## src/core/ibc_map.svh

```systemverilog
`ifndef IBC_MAP_SVH
`define IBC_MAP_SVH
`define IBC_OFF_CTRL 8'h94
`define IBC_OFF_SLOT 8'h98
`define IBC_OFF_STAT 8'h9c
`define IBC_CTRL_EN 3
`define IBC_CTRL_TYPE 2
`define IBC_CTRL_MASTER_SELECT_BIT0 1
`define IBC_CTRL_MASTER_SELECT_BIT1 0
`define IBC_CTRL_MASK 8'h0f
`define IBC_CTRL_RST 8'h00
`define IBC_SLOT_POS_HI 1
`define IBC_SLOT_POS_LO 0
`define IBC_SLOT_RATE 2
`define IBC_SLOT_RST 3'h0
`define IBC_STAT_UNDER 0
`define IBC_STAT_RSVD 1
`define IBC_STAT_LVL_LO 4
`define IBC_BASE_SLOTS 8'h20
`define IBC_FRAME_SHIFT 5
`define IBC_LAST_BIT 3'h7
`define IBC_FIFO_DEPTH 8
`define IBC_WORD_W 16
`endif

```

## src/core/ibc_pkg.sv

```systemverilog
`default_nettype none
package ibc_pkg;
  typedef enum logic [1:0] {
    msel_slave = 2'b00,
    msel_master2 = 2'b01,
    msel_master4 = 2'b10,
    msel_rsvd = 2'b11
  } ibc_msel_e;

  typedef struct packed {
    logic [6:0] slot;
    logic [2:0] bit_idx;
  } ibc_timer_s;

  typedef struct packed {
    logic [7:0] ctrl;
    logic [2:0] slot_cfg;
    logic underrun;
    logic pready;
    logic pslverr;
    logic [31:0] prdata;
    logic [7:0] dsh;
    logic [7:0] ssh;
    logic data_o;
    logic sig_o;
    logic drive_n;
    logic sync_o;
    logic sync_oe_n;
  } ibc_core_s;
endpackage
`default_nettype wire

```

## src/core/ibc_slot_if.sv

```systemverilog
`timescale 1ns/1ps
`default_nettype none
interface ibc_slot_if;
  logic tick;
  logic sync_in;
  logic follow;
  logic [7:0] frame_len;
  logic [6:0] slot;
  logic [2:0] bit_idx;
  logic frame_start;
  modport timer (input tick, input sync_in, input follow, input frame_len,
    output slot, output bit_idx, output frame_start);
  modport core (output tick, output sync_in, output follow, output frame_len,
    input slot, input bit_idx, input frame_start);
endinterface
`default_nettype wire

```

## src/core/ibc_fifo.sv

```systemverilog
`timescale 1ns/1ps
`default_nettype none
module ibc_fifo #(
  parameter int WIDTH = 16,
  parameter int DEPTH = 8
) (
  input wire logic pclk,
  input wire logic presetn,
  input wire logic ce,
  input wire logic s_valid,
  input wire logic [WIDTH-1:0] s_data,
  output logic s_ready,
  output logic m_valid,
  output logic [WIDTH-1:0] m_data,
  input wire logic m_ready,
  output logic [$clog2(DEPTH):0] level
);
  localparam int AW = $clog2(DEPTH);
  typedef struct packed {
    logic [AW-1:0] wp;
    logic [AW-1:0] rp;
    logic [AW:0] cnt;
    logic not_full;
  } ibc_fifo_s;
  ibc_fifo_s st_r, st_nxt;
  logic [WIDTH-1:0] mem [DEPTH];
  logic push, pop;

  assign push = ce && s_valid && st_r.not_full;
  assign pop = ce && m_ready && (st_r.cnt != '0);

  always_comb begin
    st_nxt = st_r;
    if (push) begin
      st_nxt.wp = (st_r.wp == AW'(DEPTH - 1)) ? '0 : st_r.wp + 1'b1;
    end
    if (pop) begin
      st_nxt.rp = (st_r.rp == AW'(DEPTH - 1)) ? '0 : st_r.rp + 1'b1;
    end
    st_nxt.cnt = st_r.cnt + (AW+1)'(push) - (AW+1)'(pop);
    st_nxt.not_full = (st_nxt.cnt != (AW+1)'(DEPTH));
  end

  always_ff @(posedge pclk or negedge presetn) begin
    if (!presetn) begin
      st_r <= '{wp: '0, rp: '0, cnt: '0, not_full: 1'b1};
    end else if (ce) begin
      st_r <= st_nxt;
    end
  end

  // storage needs no reset; m_data shows mem[rp] even when empty, and is used only while cnt is nonzero
  always_ff @(posedge pclk) begin
    if (push) begin
      mem[st_r.wp] <= s_data;
    end
  end

  assign s_ready = st_r.not_full;
  assign m_valid = (st_r.cnt != '0);
  assign m_data = mem[st_r.rp];
  assign level = st_r.cnt;
endmodule
`default_nettype wire

```

## src/core/ibc_slot_timer.sv

```systemverilog
`timescale 1ns/1ps
`default_nettype none
`include "ibc_map.svh"
module ibc_slot_timer
  import ibc_pkg::*;
(
  input wire logic pclk,
  input wire logic presetn,
  input wire logic ce,
  ibc_slot_if.timer sif
);
  ibc_timer_s st_r, st_nxt;
  ibc_timer_s cur;
  logic [7:0] slot_inc;

  always_comb begin
    cur = st_r;
    // a slave realigns on the master's sync, so its count never drifts
    if (sif.follow && sif.sync_in) begin
      cur = '0;
    end
    slot_inc = {1'b0, cur.slot} + 8'h01;
    st_nxt = st_r;
    if (sif.tick) begin
      if (cur.bit_idx == `IBC_LAST_BIT) begin
        st_nxt.bit_idx = '0;
        st_nxt.slot = (slot_inc >= sif.frame_len) ? '0 : slot_inc[6:0];
      end else begin
        st_nxt.bit_idx = cur.bit_idx + 3'h1;
        st_nxt.slot = cur.slot;
      end
    end
  end

  always_ff @(posedge pclk or negedge presetn) begin
    if (!presetn) begin
      st_r <= '0;
    end else if (ce) begin
      st_r <= st_nxt;
    end
  end

  assign sif.slot = cur.slot;
  assign sif.bit_idx = cur.bit_idx;
  assign sif.frame_start = (cur.slot == '0) && (cur.bit_idx == '0);
endmodule
`default_nettype wire

```

## src/core/ibc_core.sv

```systemverilog
// Overview of operation
// - lower bus rate: exactly two framers share one bus for data and signalling.
// - higher bus rate: all four framers share one bus for data and signalling.
// - type bit 0 interleaves byte by byte, 1 frame by frame.
// - enable bit 1 turns shared-bus operation on, 0 turns it off.
// - select 00 slave, 01 master of two, 10 master of four, 11 reserved.
// - byte interleave needs no synchrony between sharing framers' receive lines.
`timescale 1ns/1ps
`default_nettype none
`include "ibc_map.svh"
module ibc_core
  import ibc_pkg::*;
(
  input wire logic pclk,
  input wire logic presetn,
  input wire logic ce,
  input wire logic psel,
  input wire logic penable,
  input wire logic pwrite,
  input wire logic [7:0] paddr,
  input wire logic [31:0] pwdata,
  output logic [31:0] prdata,
  output logic pready,
  output logic pslverr,
  input wire logic s_valid,
  input wire logic [15:0] s_data,
  output logic s_ready,
  input wire logic bus_bit_en,
  output logic bus_data_o,
  output logic bus_data_oe_n,
  output logic bus_sig_o,
  output logic bus_sig_oe_n,
  input wire logic bus_sync_i,
  output logic bus_sync_o,
  output logic bus_sync_oe_n
);
  ibc_core_s st_r, st_nxt;
  ibc_msel_e msel;
  logic en, frame_mode, rsvd, follow, own, pop, access, wr, rd;
  logic [1:0] lane_shift, lane, lane_mask, pos;
  logic [7:0] frame_len;
  logic [15:0] word;
  logic m_valid;
  logic [15:0] m_data;
  logic [3:0] level;

  ibc_slot_if sif ();

  ibc_fifo #(
    .WIDTH(`IBC_WORD_W),
    .DEPTH(`IBC_FIFO_DEPTH)
  ) u_fifo (
    .pclk(pclk),
    .presetn(presetn),
    .ce(ce),
    .s_valid(s_valid),
    .s_data(s_data),
    .s_ready(s_ready),
    .m_valid(m_valid),
    .m_data(m_data),
    .m_ready(pop),
    .level(level)
  );

  ibc_slot_timer u_timer (
    .pclk(pclk),
    .presetn(presetn),
    .ce(ce),
    .sif(sif.timer)
  );

  // configuration decode
  always_comb begin
    en = st_r.ctrl[`IBC_CTRL_EN];
    frame_mode = st_r.ctrl[`IBC_CTRL_TYPE];
    msel = ibc_msel_e'({st_r.ctrl[`IBC_CTRL_MASTER_SELECT_BIT1], st_r.ctrl[`IBC_CTRL_MASTER_SELECT_BIT0]});
    rsvd = en && (msel == msel_rsvd);
    follow = 1'b0;
    pos = 2'h0;
    lane_shift = 2'h0;
    if (en) begin
      unique case (msel)
        msel_slave: begin
          follow = 1'b1;
          pos = st_r.slot_cfg[`IBC_SLOT_POS_HI:`IBC_SLOT_POS_LO];
          lane_shift = st_r.slot_cfg[`IBC_SLOT_RATE] ? 2'h2 : 2'h1;
        end
        msel_master2: lane_shift = 2'h1;
        msel_master4: lane_shift = 2'h2;
        // reserved code falls back to stand-alone rather than corrupt a shared bus
        msel_rsvd: lane_shift = 2'h0;
      endcase
    end
    // stand-alone: one lane, own frame, select and type have no effect
    frame_len = `IBC_BASE_SLOTS << lane_shift;
    lane_mask = 2'((3'h1 << lane_shift) - 3'h1);
  end

  // slot ownership: byte mode rotates per slot, frame mode per 32-slot block
  always_comb begin
    if (frame_mode) begin
      lane = 2'(sif.slot >> `IBC_FRAME_SHIFT) & lane_mask;
    end else begin
      lane = sif.slot[1:0] & lane_mask;
    end
    // byte mode rotates per slot on the shared slot count, so no receive-line synchrony is assumed
    own = (lane == pos);
  end

  assign sif.tick = bus_bit_en;
  assign sif.sync_in = bus_bit_en && bus_sync_i;
  assign sif.follow = follow;
  assign sif.frame_len = frame_len;

  assign pop = bus_bit_en && own && (sif.bit_idx == '0) && m_valid;
  assign word = m_valid ? m_data : '0;

  assign access = psel && penable && !st_r.pready;
  assign wr = access && pwrite;
  assign rd = access && !pwrite;

  always_comb begin
    st_nxt = st_r;
    st_nxt.pready = access;
    if (!access) begin
      st_nxt.pslverr = 1'b0;
    end
    if (wr) begin
      st_nxt.pslverr = 1'b0;
      unique case (paddr)
        `IBC_OFF_CTRL: st_nxt.ctrl = pwdata[7:0] & `IBC_CTRL_MASK;
        `IBC_OFF_SLOT: st_nxt.slot_cfg = pwdata[2:0];
        `IBC_OFF_STAT: begin
          if (pwdata[`IBC_STAT_UNDER]) begin
            st_nxt.underrun = 1'b0;
          end
        end
        default: st_nxt.pslverr = 1'b1;
      endcase
    end
    if (rd) begin
      st_nxt.pslverr = 1'b0;
      st_nxt.prdata = '0;
      unique case (paddr)
        `IBC_OFF_CTRL: st_nxt.prdata[7:0] = st_r.ctrl;
        `IBC_OFF_SLOT: st_nxt.prdata[2:0] = st_r.slot_cfg;
        `IBC_OFF_STAT: begin
          st_nxt.prdata[`IBC_STAT_UNDER] = st_r.underrun;
          st_nxt.prdata[`IBC_STAT_RSVD] = rsvd;
          st_nxt.prdata[`IBC_STAT_LVL_LO +: 4] = level;
        end
        default: st_nxt.pslverr = 1'b1;
      endcase
    end
    if (bus_bit_en) begin
      st_nxt.drive_n = !own;
      if (own && (sif.bit_idx == '0)) begin
        st_nxt.data_o = word[7];
        st_nxt.sig_o = word[15];
        st_nxt.dsh = {word[6:0], 1'b0};
        st_nxt.ssh = {word[14:8], 1'b0};
        // set beats a same-cycle clear
        if (!m_valid) begin
          st_nxt.underrun = 1'b1;
        end
      end else if (own) begin
        st_nxt.data_o = st_r.dsh[7];
        st_nxt.sig_o = st_r.ssh[7];
        st_nxt.dsh = {st_r.dsh[6:0], 1'b0};
        st_nxt.ssh = {st_r.ssh[6:0], 1'b0};
      end else begin
        st_nxt.data_o = 1'b0;
        st_nxt.sig_o = 1'b0;
      end
      // master and stand-alone framers source the frame sync, slaves listen
      st_nxt.sync_o = !follow && sif.frame_start;
      st_nxt.sync_oe_n = follow;
    end
  end

  always_ff @(posedge pclk or negedge presetn) begin
    if (!presetn) begin
      st_r <= '{ctrl: `IBC_CTRL_RST, slot_cfg: `IBC_SLOT_RST, underrun: 1'b0,
        pready: 1'b0, pslverr: 1'b0, prdata: '0, dsh: '0, ssh: '0,
        data_o: 1'b0, sig_o: 1'b0, drive_n: 1'b1, sync_o: 1'b0, sync_oe_n: 1'b1};
    end else if (ce) begin
      st_r <= st_nxt;
    end
  end

  assign prdata = st_r.prdata;
  assign pready = st_r.pready;
  assign pslverr = st_r.pslverr;
  assign bus_data_o = st_r.data_o;
  assign bus_data_oe_n = st_r.drive_n;
  assign bus_sig_o = st_r.sig_o;
  assign bus_sig_oe_n = st_r.drive_n;
  assign bus_sync_o = st_r.sync_o;
  assign bus_sync_oe_n = st_r.sync_oe_n;
endmodule
`default_nettype wire

```

## config.mk

```make
export PLATFORM = sky130hd
export DESIGN_NAME = ibc_core
export DESIGN_NICKNAME = d
export VERILOG_FILES = /design/src/core/ibc_pkg.sv /design/src/core/ibc_slot_if.sv /design/src/core/ibc_fifo.sv /design/src/core/ibc_slot_timer.sv /design/src/core/ibc_core.sv
export VERILOG_INCLUDE_DIRS = /design/src /design/src/core
export SDC_FILE = /design/constraint.sdc
export NUM_CORES = 1
export LEC_CHECK = 0
export BUFFER_PORTS_ARGS = -buffer_cell sky130_fd_sc_hd__buf_2
export CELL_PAD_IN_SITES_DETAIL_PLACEMENT = 0
export CELL_PAD_IN_SITES_GLOBAL_PLACEMENT = 1
export CORE_MARGIN = 1.5
export CORE_UTILIZATION = 30
export DETAILED_ROUTE_END_ITERATION = 8
export PLACE_DENSITY_LB_ADDON = 0.1
export SETUP_SLACK_MARGIN = 0.02
export SLEW_MARGIN = 10
export SYNTH_ARGS = -nofsm -noshare
export SYNTH_HDL_FRONTEND = slang
export SYNTH_HIERARCHICAL = 1
export SYNTH_SLANG_ARGS = --single-unit
```

## constraint.sdc

```tcl
create_clock -name pclk -period 4.19 [get_ports pclk]
set_clock_uncertainty 0.2 [all_clocks]
set_input_delay 0.2095 -clock pclk [delete_from_list [all_inputs] [get_ports pclk]]
set_output_delay 0.2095 -clock pclk [all_outputs]
set_load 0.02 [all_outputs]
```

==> results of run 1 <==
-- cell type report --
type / instances / area [µm²]
inverters: 20 / 75.1
clock buffers: 17 / 425
multi-input cells: 346 / 3090
repair buffers: 98 / 673
clock inverters: 15 / 208
fillers: 2791 / 18500
flip-flops and latches: 186 / 5300
well taps: 384 / 480
-- what timing repair did --
action,in CTS,in global routing
resized for setup,0,2
setup endpoints to repair,0,1
hold buffers,28,0
hold endpoints to repair,167,0
-- worst max-delay path: cells and delay by family, from the launching register on --
kind	cells	cell delay (ps)
mux	1	220
flops	1	450
compound gates	3	600
fa+ha+maj	3	890
buf+inv	2	110
simple gates	7	1250
-- power by group --
part           leakage [nW]  switching [mW]  internal, mW  total, mW
Combinational          1.77           0.752         0.771       1.52
Clock                 0.308           0.824         0.879       1.70
Sequential             1.91           0.251          2.23       2.48
-- registers in the layout, summed over array words and instances, names as in the netlist, 2 cells and up --
signal / count
msel: 2
prdata: 8
st_r: 18
u_fifo/level: 4
u_fifo/mem: 128
u_fifo/st_r: 6
u_timer/st_r: 10
-- cell usage in the layout, fill, tap and decap left out, types with 5 or more instances in the layout --
cell	n
mux4_1	26
dfrtp_1	54
o21ai_0	19
conb_1	29
a21oi_1	5
nand2b_1	5
nor3_1	5
ha_1	22
nor3_2	5
clkbuf_16	17
buf_4	17
buf_2	53
nand2_1	60
a22o_1	5
dlygate4sd3_1	28
nor2_1	12
mux2_4	8
inv_1	20
and2_1	9
mux2_2	35
edfxtp_1	128
mux4_2	6
nand3_1	21
-- per-stage QoR --
| stage | hold WS, ps | instance area [µm²] | utilization, % | total power, mW | std cells |
|---|---|---|---|---|---|
| detailed placement | 83.8 | 9340 | 32.4 | 4.05 | 1006 |
| CTS | 9.37 | 10200 | 35.6 | 5.80 | 1066 |
| finish | 4.94 | 10300 | 35.6 | 5.71 | 1066 |
| floorplan | -286 | 8880 | - | 3.65 | 613 |
| global placement | 79.5 | 9340 | 32.4 | 4.04 | 1006 |
| global route | 21.3 | 10300 | 35.6 | 6.05 | 1066 |
-- worst max path at each step --
stage | end | slack, ps
floorplan | u_fifo/s_ready | 110
global placement | u_fifo/s_ready | 290
detailed placement | u_fifo/s_ready | 210
CTS | u_fifo/s_ready | 170
global route | u_fifo/s_ready | 20
finish | u_fifo/s_ready | 380
-- metal layers --
layer / track usage (%) / share of wire [%]
met3: 2.36 / 2.8
met1: 16.9 / 47
met4: 3.56 / 1.0
met5: 0 / 0
met2: 22.0 / 50
==> flow_metrics.env, run 1 <==
export IMPL_cts_buffer_depth=2
export IMPL_layout_drive_gt1_share_pct=26.0
export IMPL_fin_tns_setup_ps=0
export IMPL_fin_nets=757
export IMPL_worstReg2RegStart="en"
export IMPL_vias_per_cell=4.60
export IMPL_grtUsageTotal_pct=12.9
export IMPL_drtAntennaViolNets=0
export IMPL_synthToLayoutAreaGrowth_pct=16.9
export IMPL_core_area_um2=28800
export IMPL_vias=4905
export IMPL_tightestPinTransition_ps=1050
export IMPL_grt_pass1_vias=5105
export IMPL_rsz0062_at_grt="false"
export IMPL_worst_path_max_fanout=12
export IMPL_fin_crit_sh_pct=91.0
export IMPL_drt_initial_drc_count=315
export IMPL_cts_tree="done"
export IMPL_place_congestion=0.753
export IMPL_rows=62
export IMPL_cts_setup_buffers=0
export IMPL_io_pins=106
export IMPL_cts_buffers=17
export IMPL_hold_class="in2reg"
export IMPL_initial_core_util_pct=30.5
export IMPL_fmax_ghz=0.262
export IMPL_slowest_delay_ps=500
export IMPL_hold_depth=3
export IMPL_postSynthCellCount=585
export IMPL_peakVddDrop_mv=0.217
export IMPL_status="finished clean"
export IMPL_syn_mean_instance_area_um2=15.0
export IMPL_hp_start="ce"
export IMPL_period_minus_slack_ps=3810
export IMPL_htreeDepth=4
export IMPL_drv_slew=0
export IMPL_die_area_um2=30300
export IMPL_antenna_found_initial=0
export IMPL_finalWorstSetupSlack_ps=379
export IMPL_relSlewSlack_pct=29.7
export IMPL_power_leakage_nw=3.99
export IMPL_synth_area_um2=8770
export IMPL_maxCapViolations=0
export IMPL_cpMaxStageDelayCell="fa_1"
export IMPL_clkSlewWorstSetupHoldPaths_ps=80
export IMPL_crit_chain="nor3b_4 -> nand2_2 -> and2_1 -> mux2i_1 -> a2111o_1 -> nand4_2 -> nor2_1 -> and3_2 -> ha_1 -> inv_1 -> ha_1 -> inv_1 -> fa_1 -> nand2b_1 -> a2111oi_1 -> a211oi_1"
export IMPL_drc=0
export IMPL_power_density_nw_per_um2=557
export IMPL_die_x_um=174
export IMPL_grt_overflow=0
export IMPL_numPortBuffers=53
export IMPL_timing_rr_end="u_fifo/s_ready"
export IMPL_clk_latency_ps=440
export IMPL_rrSetupSlack_ps=380
export IMPL_crit_required_ps=4340
export IMPL_setup_viol=0
export IMPL_grt_pass1_wl_um=29700
export IMPL_dp_hpwl_um=11500
export IMPL_crit_arrival_ps=3960
export IMPL_hold_violations=0
export IMPL_cp_start_kind="register"
export IMPL_hold_end="u_fifo/s_ready"
export IMPL_grt_max_degree=36
export IMPL_antenna_diode_count=0
export IMPL_r2r_cells=16
export IMPL_crit_start="en"
export IMPL_wl_um=18500
export IMPL_cp_end_kind="register"
export IMPL_place_ws_ps=209
export IMPL_first_pass_iters=4
export IMPL_yosys_warnings=6
export IMPL_cts_sinks=186
export IMPL_cts_root_buf="clkbuf_16"
export IMPL_wl_per_cell_um=17.4
export IMPL_die_h_um=174
export IMPL_critPathKind="reg2reg"
Note: power is estimated with default switching activity, not from simulation.
==> inputs of run 2 (changes only) <==
--- a/config.mk
+++ b/config.mk
@@ -9,6 +9,7 @@
 export BUFFER_PORTS_ARGS = -buffer_cell sky130_fd_sc_hd__buf_2
 export CELL_PAD_IN_SITES_DETAIL_PLACEMENT = 0
 export CELL_PAD_IN_SITES_GLOBAL_PLACEMENT = 1
+export CORE_ASPECT_RATIO = 0.6
 export CORE_MARGIN = 1.5
 export CORE_UTILIZATION = 30
 export DETAILED_ROUTE_END_ITERATION = 8
==> run 2 against run 1 <==
  * Non-clock buffer count rose by 3
  * Register-to-register slack worse by 70 ps
  * Flip-flop and latch count is the same
  * Core utilization hardly changed
==> flow_metrics.env, run 2 (same netlist as run 1, synthesis figures left out) <==
export IMPL_crit_arrival_ps=4030
export IMPL_place_ws_ps=269
export IMPL_cp_end_kind="register"
export IMPL_vias_per_cell=4.62
export IMPL_synthToLayoutAreaGrowth_pct=16.8
export IMPL_core_area_um2=28800
export IMPL_htreeDepth=4
export IMPL_regMostFlops="u_fifo/mem"
export IMPL_cpMaxStageDelayCell="fa_1"
export IMPL_fin_nets=760
export IMPL_cts_sinks=186
export IMPL_worst_path_max_fanout=11
export IMPL_clkSlewWorstSetupHoldPaths_ps=70
export IMPL_grt_overflow=0
export IMPL_initial_core_util_pct=30.5
export IMPL_rows=48
export IMPL_peakVddDrop_mv=0.271
export IMPL_crit_required_ps=4340
export IMPL_antenna_diode_count=0
export IMPL_drv_slew=0
export IMPL_status="finished clean"
export IMPL_layout_common_cells="edfxtp_1, nand2_1, dfrtp_1, buf_2, mux2_2"
export IMPL_reg_top3="u_fifo/mem x128, st_r x18, u_timer/st_r x10"
export IMPL_vias=4895
export IMPL_rsz0062_at_grt="false"
export IMPL_cts_root_buf="clkbuf_16"
export IMPL_relSlewSlack_pct=34.9
export IMPL_fmax_ghz=0.258
export IMPL_grt_pass1_wl_um=30400
export IMPL_grtUsageTotal_pct=13.6
export IMPL_power_density_nw_per_um2=557
export IMPL_layout_drive_gt1_share_pct=26.3
export IMPL_numPortBuffers=53
export IMPL_path_delay_family="simple AND/OR/NAND/NOR gates"
export IMPL_hold_class="in2reg"
export IMPL_grt_pass1_vias=5126
export IMPL_cts_buffers=17
export IMPL_maxCapViolations=0
export IMPL_crit_chain="nor3b_4 -> nand2_4 -> buf_4 -> nand2_1 -> inv_1 -> nor3_2 -> nand3_1 -> nor2_1 -> and3_1 -> ha_1 -> inv_1 -> ha_1 -> inv_1 -> fa_1 -> nand2b_1 -> a2111oi_1 -> a211oi_1"
export IMPL_die_h_um=135
export IMPL_finalWorstSetupSlack_ps=310
export IMPL_grt_max_degree=59
export IMPL_io_pins=106
export IMPL_setup_viol=0
export IMPL_cts_setup_buffers=0
export IMPL_drc=0
export IMPL_critPathKind="reg2reg"
export IMPL_slowest_delay_ps=500
export IMPL_largest_reg_flops=128
export IMPL_drt_initial_drc_count=267
export IMPL_crit_buf_inv=4
export IMPL_cts_buffer_depth=2
export IMPL_fill_cells=2720
export IMPL_final_common_cell="edfxtp_1"
export IMPL_hold_violations=0
export IMPL_path_common_cell="inv_1"
export IMPL_first_pass_iters=4
export IMPL_dp_hpwl_um=12600
export IMPL_antenna_found_initial=0
export IMPL_die_x_um=224
export IMPL_wl_per_cell_um=18.4
export IMPL_cp_start_kind="register"
export IMPL_die_area_um2=30300
export IMPL_fin_tns_setup_ps=0
export IMPL_place_congestion=0.760
export IMPL_drtAntennaViolNets=0
export IMPL_fin_crit_sh_pct=92.6
export IMPL_clk_latency_ps=440
export IMPL_power_leakage_nw=4.00
export IMPL_wl_um=19500
export IMPL_cts_tree="done"
export IMPL_tightestPinTransition_ps=976
export IMPL_period_minus_slack_ps=3880
[run 2: changes by cell type in the layout (fill, tap and decap cells not counted), moves of 2 or more]
| cell | previous run | this run |
|---|---|---|
| clkinvlp_4 | 0 | 3 |
| inv_12 | 2 | 0 |
| buf_4 | 17 | 20 |
| inv_8 | 4 | 0 |
| bufinv_16 | 1 | 3 |
| inv_6 | 3 | 7 |
| clkinv_8 | 4 | 0 |
[run 2: path summary, 6_finish.rpt]
kind	cells past startpoint	end	slack (ps)	startpoint
setup / recovery	17	u_fifo/s_ready	310	msel[0]
hold / removal	4	pslverr	20	penable
setup reg to reg	17	u_fifo/s_ready	310	msel[0]
hold reg to reg	2	bus_sync_o	280	bus_sync_o
max in group asynchronous	3	u_fifo/st_r[6]	2880	presetn
min in group asynchronous	3	u_timer/st_r[4]	300	presetn
[run 2: final cells by class]
class,instances,area (µm²),share of cell area [%]
multi-input combinational,346,3100,30.2
tap,375,469,4.58
inverter,20,75.1,0.732
clock inverter,14,183,1.78
clock buffer,18,429,4.19
sequential,186,5300,51.7
timing repair buffer,101,696,6.79
[run 2: power by group]
group	total [mW]	leakage, nW	internal [mW]	switching (mW)
sequential	2.53	1.91	2.23	0.296
clock	1.69	0.289	0.954	0.737
combinational	1.50	1.80	0.774	0.722
[run 2: what timing repair did]
item	in CTS	in global routing
endpoints found under the hold margin	197	0
gates resized for setup	0	3
hold buffers	28	0
endpoints found under the setup margin	0	1
[run 2: per-layer routing]
metal  GRT usage, %  up-vias  wire length, µm
met1           19.9     2477            10100
li1               -     2339                -
met4           3.27        0              156
met2           19.9       64             8610
met3           3.64       15              673
met5              0        -                0
[run 2: tightest hold or removal path: stages]
cell and delay [ps]:
buf_2 100, and4_1 160, nand2_1 70, o21ai_0 70
[run 2: per-stage QoR]
step | total power, mW | area (µm²) | cells | util (%) | hold WS [ps]
2_1_floorplan | 3.65 | 8880 | 613 | - | -286
3_3_place_gp | 4.05 | 9350 | 1000 | 32.5 | 256
3_5_place_dp | 4.07 | 9350 | 1000 | 32.5 | 256
4_1_cts | 5.80 | 10200 | 1060 | 35.6 | 1.16
5_1_grt | 6.06 | 10300 | 1060 | 35.6 | 14.9
6_report | 5.71 | 10300 | 1060 | 35.6 | 18.9
